File: src/fsp_pkg.sv
package fsp_pkg;

    // Register byte offsets
    localparam logic [7:0] CTL_OFS = 8'h00;
    localparam logic [7:0] ZPTR_OFS = 8'h04;
    localparam logic [7:0] DATA_OFS = 8'h08;
    localparam logic [7:0] CMD_OFS = 8'h0c;
    localparam logic [7:0] RESULT_OFS = 8'h10;
    localparam logic [7:0] LOCK_OFS = 8'h14;
    localparam logic [7:0] STATUS_OFS = 8'h18;

    // self_prog_control_reg fields
    localparam int CTL_ENABLE = 0;
    localparam int CTL_ERASE = 1;
    localparam int CTL_WRITE = 2;
    localparam int CTL_LOCK_SET = 3;
    localparam int CTL_REENABLE = 4;
    localparam int CTL_SIG_READ = 5;
    localparam int CTL_RWW_BUSY = 6;
    localparam int CTL_IRQ_EN = 7;
    localparam logic [7:0] CTL_RST = 8'h00;

    // Command register strobes
    localparam int CMD_STORE = 0;
    localparam int CMD_LOAD = 1;

    // Command selector, control bits 5..1
    localparam logic [4:0] SEL_LOAD_BUF = 5'h00;
    localparam logic [4:0] SEL_ERASE = 5'h01;
    localparam logic [4:0] SEL_WRITE = 5'h02;
    localparam logic [4:0] SEL_LOCK = 5'h04;
    localparam logic [4:0] SEL_REENABLE = 5'h08;

    // Z pointer layout: byte select, word in page, page index
    localparam int Z_WORD_LSB = 1;
    localparam int Z_PAGE_LSB = 7;

    // Command windows in clock cycles
    localparam logic [2:0] STORE_WINDOW = 3'h4;
    localparam logic [2:0] LOAD_WINDOW = 3'h3;

    // Special read addresses
    localparam logic [15:0] Z_FUSE_LOW = 16'h0000;
    localparam logic [15:0] Z_LOCK = 16'h0001;
    localparam logic [15:0] Z_FUSE_EXT = 16'h0002;
    localparam logic [15:0] Z_FUSE_HIGH = 16'h0003;
    localparam logic [4:0] SIG_DEV1 = 5'h00;
    localparam logic [4:0] SIG_CAL = 5'h01;
    localparam logic [4:0] SIG_DEV2 = 5'h02;
    localparam logic [4:0] SIG_DEV3 = 5'h04;
    localparam logic [4:0] SIG_SERIAL_FIRST = 5'h0e;
    localparam logic [4:0] SIG_SERIAL_LAST = 5'h18;
    localparam int LOCK_LSB = 2;
    localparam int LOCK_MSB = 5;
    localparam int FUSE_EXT_BITS = 3;
    localparam logic [7:0] LOCK_RST = 8'hff;
    localparam logic [7:0] UNPROG_BYTE = 8'hff;

    // Programming time
    localparam int CLK_PERIOD_PS = 4000;
    localparam int PROG_MIN_NS = 3700000;
    // Wide product, the time in picoseconds does not fit an int
    localparam int PROG_CYCLES_DFLT = int'(
        (longint'(PROG_MIN_NS) * 1000 + CLK_PERIOD_PS - 1) / CLK_PERIOD_PS);

    typedef enum logic [1:0] {
        OP_IDLE,
        OP_ERASE,
        OP_WRITE,
        OP_LOCK
    } fsp_op_type;

endpackage

File: src/fsp_op_timer.sv
module fsp_op_timer
    import fsp_pkg::*;
#(
    parameter int CYCLES = PROG_CYCLES_DFLT
) (
    input wire logic aclk,
    input wire logic aresetn,
    input wire logic start,
    output logic busy_q,
    output logic done_q
);
    localparam int CW = $clog2(CYCLES + 1);
    localparam logic [CW-1:0] LAST = CW'(CYCLES - 1);

    logic [CW-1:0] cnt_q;

    always_ff @(posedge aclk) begin
        if (!aresetn) begin
            cnt_q <= '0;
            busy_q <= 1'b0;
            done_q <= 1'b0;
        end else begin
            done_q <= 1'b0;
            if (start && !busy_q) begin
                busy_q <= 1'b1;
                cnt_q <= '0;
            end else if (busy_q) begin
                if (cnt_q == LAST) begin
                    busy_q <= 1'b0;
                    done_q <= 1'b1;
                end else begin
                    cnt_q <= cnt_q + 1'b1;
                end
            end
        end
    end

endmodule

File: src/fsp_page_buf.sv
module fsp_page_buf #(
    parameter int WORD_BITS = 6
) (
    input wire logic aclk,
    input wire logic aresetn,
    input wire logic clr,
    input wire logic wr,
    input wire logic [WORD_BITS-1:0] waddr,
    input wire logic [15:0] wdata,
    input wire logic [WORD_BITS-1:0] raddr,
    output logic [15:0] rdata_q,
    output logic any_loaded_q
);
    localparam int WORDS = 1 << WORD_BITS;

    logic [15:0] mem [WORDS];
    logic [WORDS-1:0] loaded_q;

    // Only the loaded flags need reset; data of unloaded words is masked
    always_ff @(posedge aclk) begin
        if (!aresetn || clr) begin
            loaded_q <= '0;
        end else if (wr && !loaded_q[waddr]) begin
            loaded_q[waddr] <= 1'b1;
        end
    end

    always_ff @(posedge aclk) begin
        if (wr && !loaded_q[waddr]) begin
            mem[waddr] <= wdata;
        end
    end

    always_ff @(posedge aclk) begin
        if (!aresetn) begin
            rdata_q <= 16'hffff;
            any_loaded_q <= 1'b0;
        end else begin
            rdata_q <= loaded_q[raddr] ? mem[raddr] : 16'hffff;
            any_loaded_q <= |loaded_q;
        end
    end

endmodule

File: src/fsp_ctrl.sv
// Functional notes
// - Erase pattern then store within four cycles
// - Erasing no-read-while-write page halts CPU
// - Load pattern stores data word at word index
// - Buffer cleared by write, re-enable, reset
// - EEPROM write mid-load discards buffered data
// - Write pattern then store within four cycles
// - Writing no-read-while-write page halts CPU
// - Target page latched at operation start
// - Interrupt is level while enable bit clear
// - Erase or write blocks section, sets busy
// - Busy holds until re-enable bit is written
// - Cleared data bits 5..2 program lock bits
// - Lock programming keeps all flash readable
// - EEPROM write blocks stores and fuse reads, not signature loads
// - Z 0x0001 lock-set load returns lock byte
// - Lock-set and enable clear on read/timeout
// - Fuse bytes at Z 0, 3 and 2
// - Programmed bits read zero, others one
// - Signature read returns row byte at Z
// - Signature bytes at 0,2,4; calibration at 1
// - Ten-byte serial number from 0x0E up
// - Loads use Z bit 0 as byte select
module fsp_ctrl
    import fsp_pkg::*;
#(
    parameter int PROG_CYCLES = PROG_CYCLES_DFLT,
    parameter int WORD_BITS = 6,
    parameter int PAGE_BITS = 6,
    parameter int NO_READ_WHILE_WRITE_SECTION_FIRST_PAGE = 32,
    parameter logic [7:0] SIG_BYTE1 = 8'h5a, // Arbitrary value
    parameter logic [7:0] SIG_BYTE2 = 8'h11, // Arbitrary value
    parameter logic [7:0] SIG_BYTE3 = 8'h22, // Arbitrary value
    parameter logic [7:0] CAL_BYTE = 8'h80,
    parameter logic [7:0] SERIAL_SEED = 8'h3c // Arbitrary value
) (
    input wire logic aclk,
    input wire logic aresetn,
    input wire logic [7:0] s_axi_awaddr,
    input wire logic [2:0] s_axi_awprot,
    input wire logic s_axi_awvalid,
    output logic s_axi_awready,
    input wire logic [31:0] s_axi_wdata,
    input wire logic [3:0] s_axi_wstrb,
    input wire logic s_axi_wvalid,
    output logic s_axi_wready,
    output logic [1:0] s_axi_bresp,
    output logic s_axi_bvalid,
    input wire logic s_axi_bready,
    input wire logic [7:0] s_axi_araddr,
    input wire logic [2:0] s_axi_arprot,
    input wire logic s_axi_arvalid,
    output logic s_axi_arready,
    output logic [31:0] s_axi_rdata,
    output logic [1:0] s_axi_rresp,
    output logic s_axi_rvalid,
    input wire logic s_axi_rready,
    input wire logic eeprom_write_busy_bit,
    input wire logic [7:0] fuse_low_byte,
    input wire logic [7:0] fuse_high_byte,
    input wire logic [7:0] fuse_extended_byte,
    input wire logic [WORD_BITS-1:0] flash_buf_raddr,
    output logic [15:0] flash_buf_rdata_q,
    output logic flash_erase_q,
    output logic flash_write_q,
    output logic [PAGE_BITS-1:0] flash_page_q,
    output logic [7:0] lock_bits_q,
    output logic cpu_halt_q,
    output logic rww_read_block_q,
    output logic spm_irq_q
);
    localparam logic [1:0] RESP_OK = 2'b00;
    localparam logic [1:0] RESP_SLVERR = 2'b10;

    logic aw_full_q, w_full_q;
    logic [7:0] aw_addr_q;
    logic [31:0] w_data_q;
    logic [3:0] w_strb_q;
    logic wr_fire;
    logic [7:0] ctl_q;
    logic [15:0] zptr_q;
    logic [15:0] data_q;
    logic [2:0] store_win_q, load_win_q;
    logic store_cmd, load_cmd, wr_ctl;
    logic store_go, load_go;
    logic ee_busy_q;
    fsp_op_type op_q;
    logic timer_start, timer_busy, timer_done;
    logic rww_busy_q;
    logic [3:0] lock_data_q;
    logic [8:0] result_q;
    logic buf_clr, buf_wr, buf_loaded;
    logic [PAGE_BITS-1:0] z_page;
    logic op_busy;
    logic [7:0] special_byte;

    assign z_page = zptr_q[Z_PAGE_LSB +: PAGE_BITS];
    assign op_busy = (op_q != OP_IDLE);

    // Bus write side: address and data taken in either order
    assign wr_fire = aw_full_q && w_full_q && !s_axi_bvalid;

    always_ff @(posedge aclk) begin
        if (!aresetn) begin
            aw_full_q <= 1'b0;
            aw_addr_q <= 8'h00;
            s_axi_awready <= 1'b0;
        end else begin
            if (s_axi_awvalid && s_axi_awready) begin
                aw_full_q <= 1'b1;
                aw_addr_q <= s_axi_awaddr;
            end else if (wr_fire) begin
                aw_full_q <= 1'b0;
            end
            s_axi_awready <= !aw_full_q && !s_axi_awready;
        end
    end

    always_ff @(posedge aclk) begin
        if (!aresetn) begin
            w_full_q <= 1'b0;
            w_data_q <= 32'h0000_0000;
            w_strb_q <= 4'h0;
            s_axi_wready <= 1'b0;
        end else begin
            if (s_axi_wvalid && s_axi_wready) begin
                w_full_q <= 1'b1;
                w_data_q <= s_axi_wdata;
                w_strb_q <= s_axi_wstrb;
            end else if (wr_fire) begin
                w_full_q <= 1'b0;
            end
            s_axi_wready <= !w_full_q && !s_axi_wready;
        end
    end

    always_ff @(posedge aclk) begin
        if (!aresetn) begin
            s_axi_bvalid <= 1'b0;
            s_axi_bresp <= RESP_OK;
        end else if (wr_fire) begin
            s_axi_bvalid <= 1'b1;
            case (aw_addr_q)
                CTL_OFS, ZPTR_OFS, DATA_OFS, CMD_OFS:
                    s_axi_bresp <= RESP_OK;
                default: s_axi_bresp <= RESP_SLVERR;
            endcase
        end else if (s_axi_bready) begin
            s_axi_bvalid <= 1'b0;
        end
    end

    assign wr_ctl = wr_fire && aw_addr_q == CTL_OFS && w_strb_q[0];
    assign store_cmd = wr_fire && aw_addr_q == CMD_OFS && w_strb_q[0]
        && w_data_q[CMD_STORE];
    assign load_cmd = wr_fire && aw_addr_q == CMD_OFS && w_strb_q[0]
        && w_data_q[CMD_LOAD];

    // Pointer and data registers stand in for Z and R1:R0
    always_ff @(posedge aclk) begin
        if (!aresetn) begin
            zptr_q <= 16'h0000;
            data_q <= 16'h0000;
        end else if (wr_fire) begin
            if (aw_addr_q == ZPTR_OFS) begin
                if (w_strb_q[0]) zptr_q[7:0] <= w_data_q[7:0];
                if (w_strb_q[1]) zptr_q[15:8] <= w_data_q[15:8];
            end
            if (aw_addr_q == DATA_OFS) begin
                if (w_strb_q[0]) data_q[7:0] <= w_data_q[7:0];
                if (w_strb_q[1]) data_q[15:8] <= w_data_q[15:8];
            end
        end
    end

    // The EEPROM controller shares this clock
    always_ff @(posedge aclk) begin
        if (!aresetn) begin
            ee_busy_q <= 1'b0;
        end else begin
            ee_busy_q <= eeprom_write_busy_bit;
        end
    end

    assign store_go = store_cmd && ctl_q[CTL_ENABLE]
        && store_win_q != 3'h0 && !op_busy
        && !eeprom_write_busy_bit;
    assign load_go = load_cmd && ctl_q[CTL_ENABLE]
        && load_win_q != 3'h0 && !op_busy
        && (ctl_q[CTL_LOCK_SET] || ctl_q[CTL_SIG_READ]);

    // Control register, command windows and auto-clear
    always_ff @(posedge aclk) begin
        if (!aresetn) begin
            ctl_q <= CTL_RST;
            store_win_q <= 3'h0;
            load_win_q <= 3'h0;
        end else begin
            if (store_win_q != 3'h0) store_win_q <= store_win_q - 3'h1;
            if (load_win_q != 3'h0) load_win_q <= load_win_q - 3'h1;
            if (!op_busy && ctl_q[CTL_ENABLE] && store_win_q <= 3'h1
                    && load_win_q <= 3'h1) begin
                ctl_q[5:0] <= 6'h00;
            end
            if (store_go || load_go) begin
                store_win_q <= 3'h0;
                load_win_q <= 3'h0;
                if (!timer_start) begin
                    ctl_q[5:0] <= 6'h00;
                end
            end
            if (timer_done) begin
                ctl_q[5:0] <= 6'h00;
            end
            if (wr_ctl) begin
                ctl_q[CTL_IRQ_EN] <= w_data_q[CTL_IRQ_EN];
                if (!op_busy && !eeprom_write_busy_bit) begin
                    ctl_q[5:0] <= w_data_q[5:0];
                    store_win_q <= w_data_q[CTL_ENABLE]
                        ? STORE_WINDOW : 3'h0;
                    load_win_q <= (w_data_q[CTL_ENABLE]
                        && (w_data_q[CTL_LOCK_SET]
                        || w_data_q[CTL_SIG_READ]))
                        ? LOAD_WINDOW : 3'h0;
                end
            end
        end
    end

    // Operations that take programming time, stored before the last window cycle, keep enable set
    assign timer_start = store_go
        && (ctl_q[5:1] == SEL_ERASE
        || ctl_q[5:1] == SEL_WRITE
        || ctl_q[5:1] == SEL_LOCK);

    fsp_op_timer #(
        .CYCLES(PROG_CYCLES)
    ) u_timer (
        .aclk(aclk),
        .aresetn(aresetn),
        .start(timer_start),
        .busy_q(timer_busy),
        .done_q(timer_done)
    );

    always_ff @(posedge aclk) begin
        if (!aresetn) begin
            op_q <= OP_IDLE;
            flash_page_q <= '0;
            lock_data_q <= 4'hf;
            flash_erase_q <= 1'b0;
            flash_write_q <= 1'b0;
        end else begin
            flash_erase_q <= 1'b0;
            flash_write_q <= 1'b0;
            unique case (op_q)
                OP_IDLE: begin
                    if (timer_start) begin
                        flash_page_q <= z_page;
                        lock_data_q <= data_q[LOCK_MSB:LOCK_LSB];
                        if (ctl_q[5:1] == SEL_ERASE) begin
                            op_q <= OP_ERASE;
                            flash_erase_q <= 1'b1;
                        end else if (ctl_q[5:1] == SEL_WRITE) begin
                            op_q <= OP_WRITE;
                            flash_write_q <= 1'b1;
                        end else begin
                            op_q <= OP_LOCK;
                        end
                    end
                end
                OP_ERASE, OP_WRITE, OP_LOCK: begin
                    if (timer_done) op_q <= OP_IDLE;
                end
            endcase
        end
    end

    // Lock bits only go from unprogrammed to programmed
    always_ff @(posedge aclk) begin
        if (!aresetn) begin
            lock_bits_q <= LOCK_RST;
        end else if (timer_done && op_q == OP_LOCK) begin
            lock_bits_q[LOCK_MSB:LOCK_LSB] <=
                lock_bits_q[LOCK_MSB:LOCK_LSB] & lock_data_q;
        end
    end

    // Busy and read block persist past completion
    always_ff @(posedge aclk) begin
        if (!aresetn) begin
            rww_busy_q <= 1'b0;
            rww_read_block_q <= 1'b0;
            cpu_halt_q <= 1'b0;
        end else begin
            if (timer_start && ctl_q[5:1] != SEL_LOCK) begin
                rww_busy_q <= 1'b1;
                rww_read_block_q <= 1'b1;
                cpu_halt_q <= z_page >= PAGE_BITS'(NO_READ_WHILE_WRITE_SECTION_FIRST_PAGE);
            end else if (timer_done) begin
                cpu_halt_q <= 1'b0;
            end else if (store_go && ctl_q[5:1] == SEL_REENABLE) begin
                rww_busy_q <= 1'b0;
                rww_read_block_q <= 1'b0;
            end
        end
    end

    // Buffer cleared on write end, re-enable, and EEPROM write start
    assign buf_clr = (timer_done && op_q == OP_WRITE)
        || (store_go && ctl_q[5:1] == SEL_REENABLE)
        || (eeprom_write_busy_bit && !ee_busy_q && buf_loaded);
    assign buf_wr = store_go && ctl_q[5:1] == SEL_LOAD_BUF;

    fsp_page_buf #(
        .WORD_BITS(WORD_BITS)
    ) u_buf (
        .aclk(aclk),
        .aresetn(aresetn),
        .clr(buf_clr),
        .wr(buf_wr),
        .waddr(zptr_q[Z_WORD_LSB +: WORD_BITS]),
        .wdata(data_q),
        .raddr(flash_buf_raddr),
        .rdata_q(flash_buf_rdata_q),
        .any_loaded_q(buf_loaded)
    );

    // Special read data; bit 0 of Z selects the byte
    always_comb begin
        special_byte = UNPROG_BYTE;
        if (ctl_q[CTL_LOCK_SET]) begin
            case (zptr_q)
                Z_FUSE_LOW: special_byte = fuse_low_byte;
                Z_LOCK: special_byte = lock_bits_q;
                Z_FUSE_EXT: special_byte = {
                    {(8 - FUSE_EXT_BITS){1'b1}},
                    fuse_extended_byte[FUSE_EXT_BITS-1:0]};
                Z_FUSE_HIGH: special_byte = fuse_high_byte;
                default: special_byte = UNPROG_BYTE;
            endcase
        end else if (zptr_q[15:5] == 11'h000) begin
            if (zptr_q[4:0] == SIG_DEV1) begin
                special_byte = SIG_BYTE1;
            end else if (zptr_q[4:0] == SIG_CAL) begin
                special_byte = CAL_BYTE;
            end else if (zptr_q[4:0] == SIG_DEV2) begin
                special_byte = SIG_BYTE2;
            end else if (zptr_q[4:0] == SIG_DEV3) begin
                special_byte = SIG_BYTE3;
            end else if (zptr_q[4:0] >= SIG_SERIAL_FIRST
                    && zptr_q[4:0] < SIG_SERIAL_LAST) begin
                special_byte = SERIAL_SEED ^ {3'h0, zptr_q[4:0]};
            end
        end
    end

    // Bit 8 marks that the load was served here, not by the flash
    always_ff @(posedge aclk) begin
        if (!aresetn) begin
            result_q <= 9'h000;
        end else if (load_cmd) begin
            if (load_go && !(ctl_q[CTL_LOCK_SET]
                    && eeprom_write_busy_bit)) begin
                result_q <= {1'b1, special_byte};
            end else begin
                result_q <= 9'h000;
            end
        end
    end

    // Level, not pulse, so software may wait on it in place of polling
    always_ff @(posedge aclk) begin
        if (!aresetn) begin
            spm_irq_q <= 1'b0;
        end else begin
            spm_irq_q <= ctl_q[CTL_IRQ_EN] && !ctl_q[CTL_ENABLE];
        end
    end

    // Bus read side
    always_ff @(posedge aclk) begin
        if (!aresetn) begin
            s_axi_arready <= 1'b0;
            s_axi_rvalid <= 1'b0;
            s_axi_rdata <= 32'h0000_0000;
            s_axi_rresp <= RESP_OK;
        end else begin
            s_axi_arready <= !s_axi_rvalid && !s_axi_arready;
            if (s_axi_arvalid && s_axi_arready) begin
                s_axi_rvalid <= 1'b1;
                s_axi_rresp <= RESP_OK;
                case (s_axi_araddr)
                    CTL_OFS: s_axi_rdata <= {24'h0, ctl_q[7],
                        rww_busy_q, ctl_q[5:0]};
                    ZPTR_OFS: s_axi_rdata <= {16'h0, zptr_q};
                    DATA_OFS: s_axi_rdata <= {16'h0, data_q};
                    CMD_OFS: s_axi_rdata <= 32'h0;
                    RESULT_OFS: s_axi_rdata <= {23'h0, result_q};
                    LOCK_OFS: s_axi_rdata <= {24'h0, lock_bits_q};
                    STATUS_OFS: s_axi_rdata <= {27'h0, buf_loaded,
                        ee_busy_q, cpu_halt_q, timer_busy, op_busy};
                    default: begin
                        s_axi_rdata <= 32'h0;
                        s_axi_rresp <= RESP_SLVERR;
                    end
                endcase
            end else if (s_axi_rready) begin
                s_axi_rvalid <= 1'b0;
            end
        end
    end

endmodule

File: config.mk
export PLATFORM = sky130hd
export DESIGN_NAME = fsp_ctrl
export DESIGN_NICKNAME = d
export VERILOG_FILES = /design/src/fsp_pkg.sv /design/src/fsp_op_timer.sv /design/src/fsp_page_buf.sv /design/src/fsp_ctrl.sv
export SDC_FILE = /design/constraint.sdc
export NUM_CORES = 1
export LEC_CHECK = 0
export BUFFER_PORTS_ARGS = -buffer_cell sky130_fd_sc_hd__buf_2
export CAP_MARGIN = 10
export CORE_UTILIZATION = 55
export CTS_CLUSTER_DIAMETER = 30
export CTS_CLUSTER_SIZE = 40
export DETAILED_ROUTE_END_ITERATION = 7
export HOLD_SLACK_MARGIN = 0.1
export PLACE_DENSITY = 0.76
export REMOVE_ABC_BUFFERS = 1
export SLEW_MARGIN = 20
export SYNTH_ARGS = -nofsm -noshare
export SYNTH_HDL_FRONTEND = slang
export SYNTH_HIERARCHICAL = 1
export SYNTH_SLANG_ARGS = --single-unit
File: constraint.sdc
create_clock -name aclk -period 5.2 [get_ports aclk]
set_input_delay 0.78 -clock aclk [delete_from_list [all_inputs] [get_ports aclk]]
set_output_delay 0.78 -clock aclk [all_outputs]
set_load 0.02 [all_outputs]
After elaboration in Yosys (flattened, before gate mapping)
Memories as Yosys holds them, arrays and structs flattened. A register that Yosys moved wholly into a read port is not among the register bits.
Cells that the tools add are included.
{ "totals": {"word_cells": 242, "ff_bits": 232, "out_inout_bits": 76, "memories": 1, "ramBits": 1024} }
{ "classes": {"magnitude_cmp": 8, "n_addsub": 3, "reduce_logical": 99, "n_eq_ne": 27, "mux": 59, "bitwise": 8} }
{ "mem_list": {"columns": ["memory", "depth", "width", "read_ports", "rd_clocked_by_memory_dff", "write_ports", "line", "text"], "rows": [
  ["u_buf.mem", 64, 16, 1, 1, 1, "fsp_page_buf.sv:16", "logic [15:0] mem [WORDS];"]
]} }
{ "op_table": {"columns": ["op", "count"], "rows": [
  ["16-bit case mux with 6 select lines", 1],
  ["64-bit OR", 1],
  ["64-bit OR reduction", 1],
  ["8-bit 2-to-1 mux", 7],
  ["1-bit logical AND", 42],
  ["6-bit 2-to-1 mux", 6],
  ["16-bit by 2-bit == test with 1-bit output, second input constant", 2],
  ["8-bit by 4-bit == test with 1-bit output, second input constant", 4],
  ["8-bit case mux with 4 select lines", 1],
  ["3-bit 2-to-1 mux", 9],
  ["8-bit by 5-bit == test with 1-bit output, second input constant", 3],
  ["1-bit 2-to-1 mux", 24],
  ["20-bit by 1-bit adder with 20-bit output, second input constant", 1],
  ["20-bit == test, second input constant", 1],
  ["16-bit by 1-bit == test with 1-bit output, second input constant", 1],
  ["8-bit by 3-bit == test with 1-bit output, second input constant", 2],
  ["1-bit logical NOT", 16],
  ["16-bit logical NOT", 1],
  ["8-bit logical NOT", 2],
  ["3-bit AND reduction", 5],
  ["6-bit by 7-bit < comparator with 1-bit output, second input constant", 2],
  ["2-bit nonzero test", 7],
  ["1-bit binary-select mux with 6-bit select", 2],
  ["2-bit 2-to-1 mux", 6],
  ["other kinds (31)", 57]
]} }

Depth between registers and ports, before layout
{ "logic_depth": {"word_depth": 15, "ltp_mapped": 13, "ltp_nobuf": 11} }

Modules after synthesis
Netlist, hierarchy kept.
{ "by_module_without_submodules": {"columns": ["module", "seq_area_each_um2", "cells_each", "n_inst", "area_each_um2"], "rows": [
  ["fsp_page_buf", 32371.0, 2060, 1, 42440.7],
  ["fsp_ctrl", 2542.4, 707, 1, 5967.0],
  ["fsp_op_timer", 440.4, 123, 1, 1076.0]
]} }

Worst setup path before layout
Ideal clock, no wire load.
{ "synth_timing": {"kind": "flip-flop to flip-flop", "start": "register aw_addr_q[4]", "end": "memory u_buf.mem[16][0], enable pin", "period_less_slack_ns": 4.102, "t_required_ns": 4.811, "path_slack_ns": 1.098, "arrival_ns": 3.713, "path_buffers": 0, "path_stages_with_launch": 9, "setup_ns": 0.389, "cell_sequence": "dfxtp_1 -> or4_4 -> nor4_4 -> nand2_1 -> nor4_1 -> inv_1 -> nor4b_1 -> nand2_1 -> nor2_1"} }
{ "synth_via": {"elab_chain_len": 12} }
{ "synth_rtl": {"columns": ["element", "line", "text"], "rows": [
  ["start: declaration", "fsp_ctrl.sv:76", "logic [7:0] aw_addr_q;"],
  ["start signal: assignment", "fsp_ctrl.sv:111", "aw_addr_q <= s_axi_awaddr;"],
  ["8-bit by 4-bit == test with 1-bit output", "fsp_ctrl.sv:154", "assign store_cmd = wr_fire && aw_addr_q == CMD_OFS && w_strb_q[0]"],
  ["1-bit logical AND (2 in series)", "fsp_ctrl.sv:154", null],
  ["1-bit logical AND", "fsp_ctrl.sv:155", "&& w_data_q[CMD_STORE];"],
  ["1-bit logical AND", "fsp_ctrl.sv:185", "assign store_go = store_cmd && ctl_q[CTL_ENABLE]"],
  ["1-bit logical AND (2 in series)", "fsp_ctrl.sv:186", "&& store_win_q != 3'h0 && !op_busy"],
  ["1-bit logical AND", "fsp_ctrl.sv:187", "&& !eeprom_write_busy_bit;"],
  ["1-bit logical AND", "fsp_ctrl.sv:313", "assign buf_wr = store_go && ctl_q[5:1] == SEL_LOAD_BUF;"],
  ["via buf_wr", "fsp_ctrl.sv:92", "logic buf_clr, buf_wr, buf_loaded;"],
  ["1-bit logical AND", "fsp_page_buf.sv:29", "if (wr && !loaded_q[waddr]) begin"],
  ["1-bit 2-to-1 mux", "fsp_page_buf.sv:29", null],
  ["1-bit 2-to-1 mux (implied by the code)", "fsp_page_buf.sv:30", "mem[waddr] <= wdata;"],
  ["end: declaration", "fsp_page_buf.sv:16", null]
]} }
The timed path passes the listed nets, and every way through them passes these cells.

Final worst setup path
{ "layout_timing": {"start": "register aw_addr_q[4]", "end": "memory u_buf.mem[59][3], enable pin"} }
The elaborated chain is that of the path after synthesis.

==> impl_metrics.tcl <==
set metrics [dict create \
    status "finished, violations left" \
    violations "DRC" \
    dpl_worst_slack_ns 1.09 \
    synthFlopType "edfxtp_1" \
    die_area_um2 91200 \
    htree_levels 4 \
    synth-adder-area-share 0.00177 \
    grt_pass1_wl_um 185000 \
    cts-root-buf "clkbuf_16" \
    clk_pin_slew_ns 0.05 \
    synth-async-reset-ratio 0 \
    num_rows 109 \
    r2r_cells 8 \
    synthSimpleGateAreaFrac 0.0600 \
    drc_errors 2 \
    hold_buffers 0 \
    viasPerCell 6.43 \
    end_kind "register" \
    ir_drop_uv 375 \
    clock_sinks 1254 \
    holdWs_ns 0.253 \
    p_switching_mw 5.62 \
    synth_cells 2890 \
    grt_max_degree 90 \
    min_period_over_period 0.810 \
    ys_top_cells_by_area "edfxtp_1 62%, mux4_2 13%, dfxtp_1 9.3%, a22oi_1 2.7%, nand2_1 1.9%" \
    ys_types 81 \
    criticalPathCategory "register to register" \
    power_mw 25.2 \
    swShare 0.223 \
    slew_headroom 0.252 \
    start_util 0.557 \
    p_int_mw 19.6 \
    clockPowerShare 0.537 \
    synth-compound-area-share 0.0633 \
    yosysSeqAreaShare 0.714 \
    postSynthAreaPerCell_um2 17.1 \
    slew_viol_final 0 \
    fin_ws_ns 0.988 \
    cts_made_buffers 195 \
    cts_buffer_depth 3 \
    wl_um 124000 \
    drt_iter0_drc 3701 \
    postCtsResizedCells 0 \
    setup_violations 0 \
    regToRegEndpoint "u_buf/mem[59][3]" \
    rsz0062_at_grt "false" \
    clock_latency_ns 0.79 \
    hold_viol 0 \
    num_vias 28800 \
    worstPathMaxFanout 16 \
    startpoint_type "register" \
    synth_top_family_by_area "multiplexers" \
    antenna_found_initial 2 \
    synth_edf_count 1024 \
    netlist.area_leader.share 0.621 \
    min_period_ns 4.21 \
    synthXorXnorAreaFrac 0.00248 \
    numPortBuffers 120 \
    finClkSkew_ns 0.0715 \
    die_h_um 302 \
    required_ns 5.64 \
    cts_post_setup_buffers_inserted 0 \
    synthMuxAreaShare 0.137 \
    max-cap-violations 0 \
    worstMarginPinSlew_ns 1.12 \
    worstPathArrival_ns 4.65 \
    synth-seq-cells 1254 \
    cts_tree "built" \
    yosys_warnings 6 \
    grt_pass1_vias 29200 \
    overflow 0 \
    reg2reg_from "aw_addr_q[4]" \
    hpwlAfterDp_um 71700 \
    nFillCells 5596 \
    die_w_um 302 \
    grt_use_total 0.277 \
    drive_gt1_frac 0.277 \
    drt_first_pass_iters 8 \
    hold_depth 3 \
    ant_nets 0 \
    yosys.area.top_type "edfxtp_1" \
    leakage_nw 19.9 \
    rrSetupSlack_ns 0.99 \
    share_comb_of_total_power 0.035 \
    nNetsFinal 3241 \
    hold-path-endpoint "w_data_q[3]" \
    place.gp.congestion 0.914 \
    timing.fmax_mhz 237 \
    worstHoldStart "s_axi_wdata[3]" \
    synth.cell_area_um2 49500 \
    io_pins 172 \
    pwr-share-seq 0.428 \
    coreArea_um2 88800 \
    syn_to_final_growth_pct 18.7 \
    hp-class "input pin to register" \
    p_per_area_nw_per_um2 429 \
    antenna_cells 0 \
    wl_per_cell_um 27.7 \
    fin_setup_tns_ns 0 \
]
-- final cells by class --
type	instances	area, µm²	share of cell area
timing repair buffer	232	1550	0.0264
multi-input combinational	1438	13200	0.225
clock buffer	213	5000	0.0851
tap	1165	1460	0.0248
sequential	1254	35400	0.602
clock inverter	158	2070	0.0353
inverter	17	63.8	0.00109
-- per-layer routing --
layer,up-vias,track usage,part of all wire
li1,12100,-,-
met1,14600,0.382,0.39
met2,1754,0.438,0.48
met3,250,0.0569,0.099
met4,2,0.105,0.035
met5,-,0,0.000081
-- state kept, by name, indices dropped and copies added (netlist names), 2 cells and up --
signal / count
store_win_q: 3
result_q: 9
op_q: 2
u_timer/cnt_q: 20
w_data_q: 16
u_buf/loaded_q: 64
zptr_q: 16
flash_page_q: 6
aw_addr_q: 8
lock_bits_q: 4
lock_data_q: 4
u_buf/mem: 1024
s_axi_rdata: 16
w_strb_q: 2
data_q: 16
ctl_q: 7
u_buf/rdata_q: 16
load_win_q: 3
-- cells by family after synthesis --
kind of cell	after synthesis
DFF	1254
and+or+nand+nor	618
AOI/OAI and AO/OA	448
muxes	329
buffers and inverters	218
xor gates and xnor gates	14
adders and majority gates	7
other	2
-- worst max-delay path by stage --
stage | to | cells past startpoint | startpoint
detailed placement | u_buf/mem[59][13] | 8 | ctl_q[0]
global placement | u_buf/mem[56][1] | 8 | aw_addr_q[4]
floorplan | u_buf/mem[57][0] | 5 | zptr_q[1]
finish | u_buf/mem[59][3] | 8 | aw_addr_q[4]
CTS | u_buf/mem[59][15] | 8 | aw_addr_q[4]
global route | u_buf/mem[56][0] | 8 | ctl_q[0]
-- power by group through the flow --
| stage | Sequential (mW) | Clock (mW) | Combinational (mW) |
|---|---|---|---|
| finish | 10.8 | 13.5 | 0.890 |
| global route | 10.8 | 14.1 | 0.945 |
| CTS | 10.8 | 13.7 | 0.886 |
| detailed placement | 11.0 | 0 | 0.872 |
| global placement | 11.0 | 0 | 0.851 |
| floorplan | 11.0 | 0 | 0.487 |
-- worst max-delay path: stages, from the launching register on --
cell     delay (ns)
dfxtp_1        0.31
or4_4          0.58
nor4_4         0.42
nand2_1        0.19
nor4_1         0.83
inv_1          0.18
or4_1          0.84
nor2_1         0.21
buf_4          0.33
-- layout by cell type, fill, tap and decap left out, types with 15 or more instances in the layout --
master / instances
a21oi_1: 76
a221oi_1: 15
a22o_1: 19
a22oi_1: 175
buf_2: 118
buf_4: 105
bufinv_16: 27
clkbuf_16: 196
clkinv_1: 15
clkinv_2: 20
clkinv_4: 25
clkinvlp_4: 27
conb_1: 22
dfxtp_1: 213
dfxtp_2: 17
edfxtp_1: 1024
inv_6: 22
mux2i_1: 37
mux4_2: 279
nand2_1: 251
nand3_1: 55
nor2_1: 143
nor2b_1: 21
nor3_1: 17
nor4_1: 26
o21a_1: 23
o21ai_0: 23
o21ai_1: 34
-- Yosys cell counts, drive strengths merged, types with 16 or more instances --
| library cell | number |
|---|---|
| nor4 | 30 |
| nor3 | 24 |
| edfxtp | 1024 |
| nor2 | 145 |
| buf | 98 |
| nand3 | 55 |
| inv | 16 |
| a21oi | 76 |
| clkbuf | 103 |
| o21ai | 58 |
| a22o | 19 |
| nor2b | 24 |
| a22oi | 175 |
| o21a | 23 |
| dfxtp | 230 |
| nand2 | 251 |
| mux2i | 37 |
| mux4 | 279 |
-- per-stage QoR --
stage               area, µm²  cells  utilization
floorplan               48600   2709            -
global placement        51700   4106        0.582
detailed placement      51700   4106        0.582
CTS                     58800   4477        0.662
global route            58800   4477        0.662
finish                  58800   4477        0.662
Power figures use the tool's default switching activity.
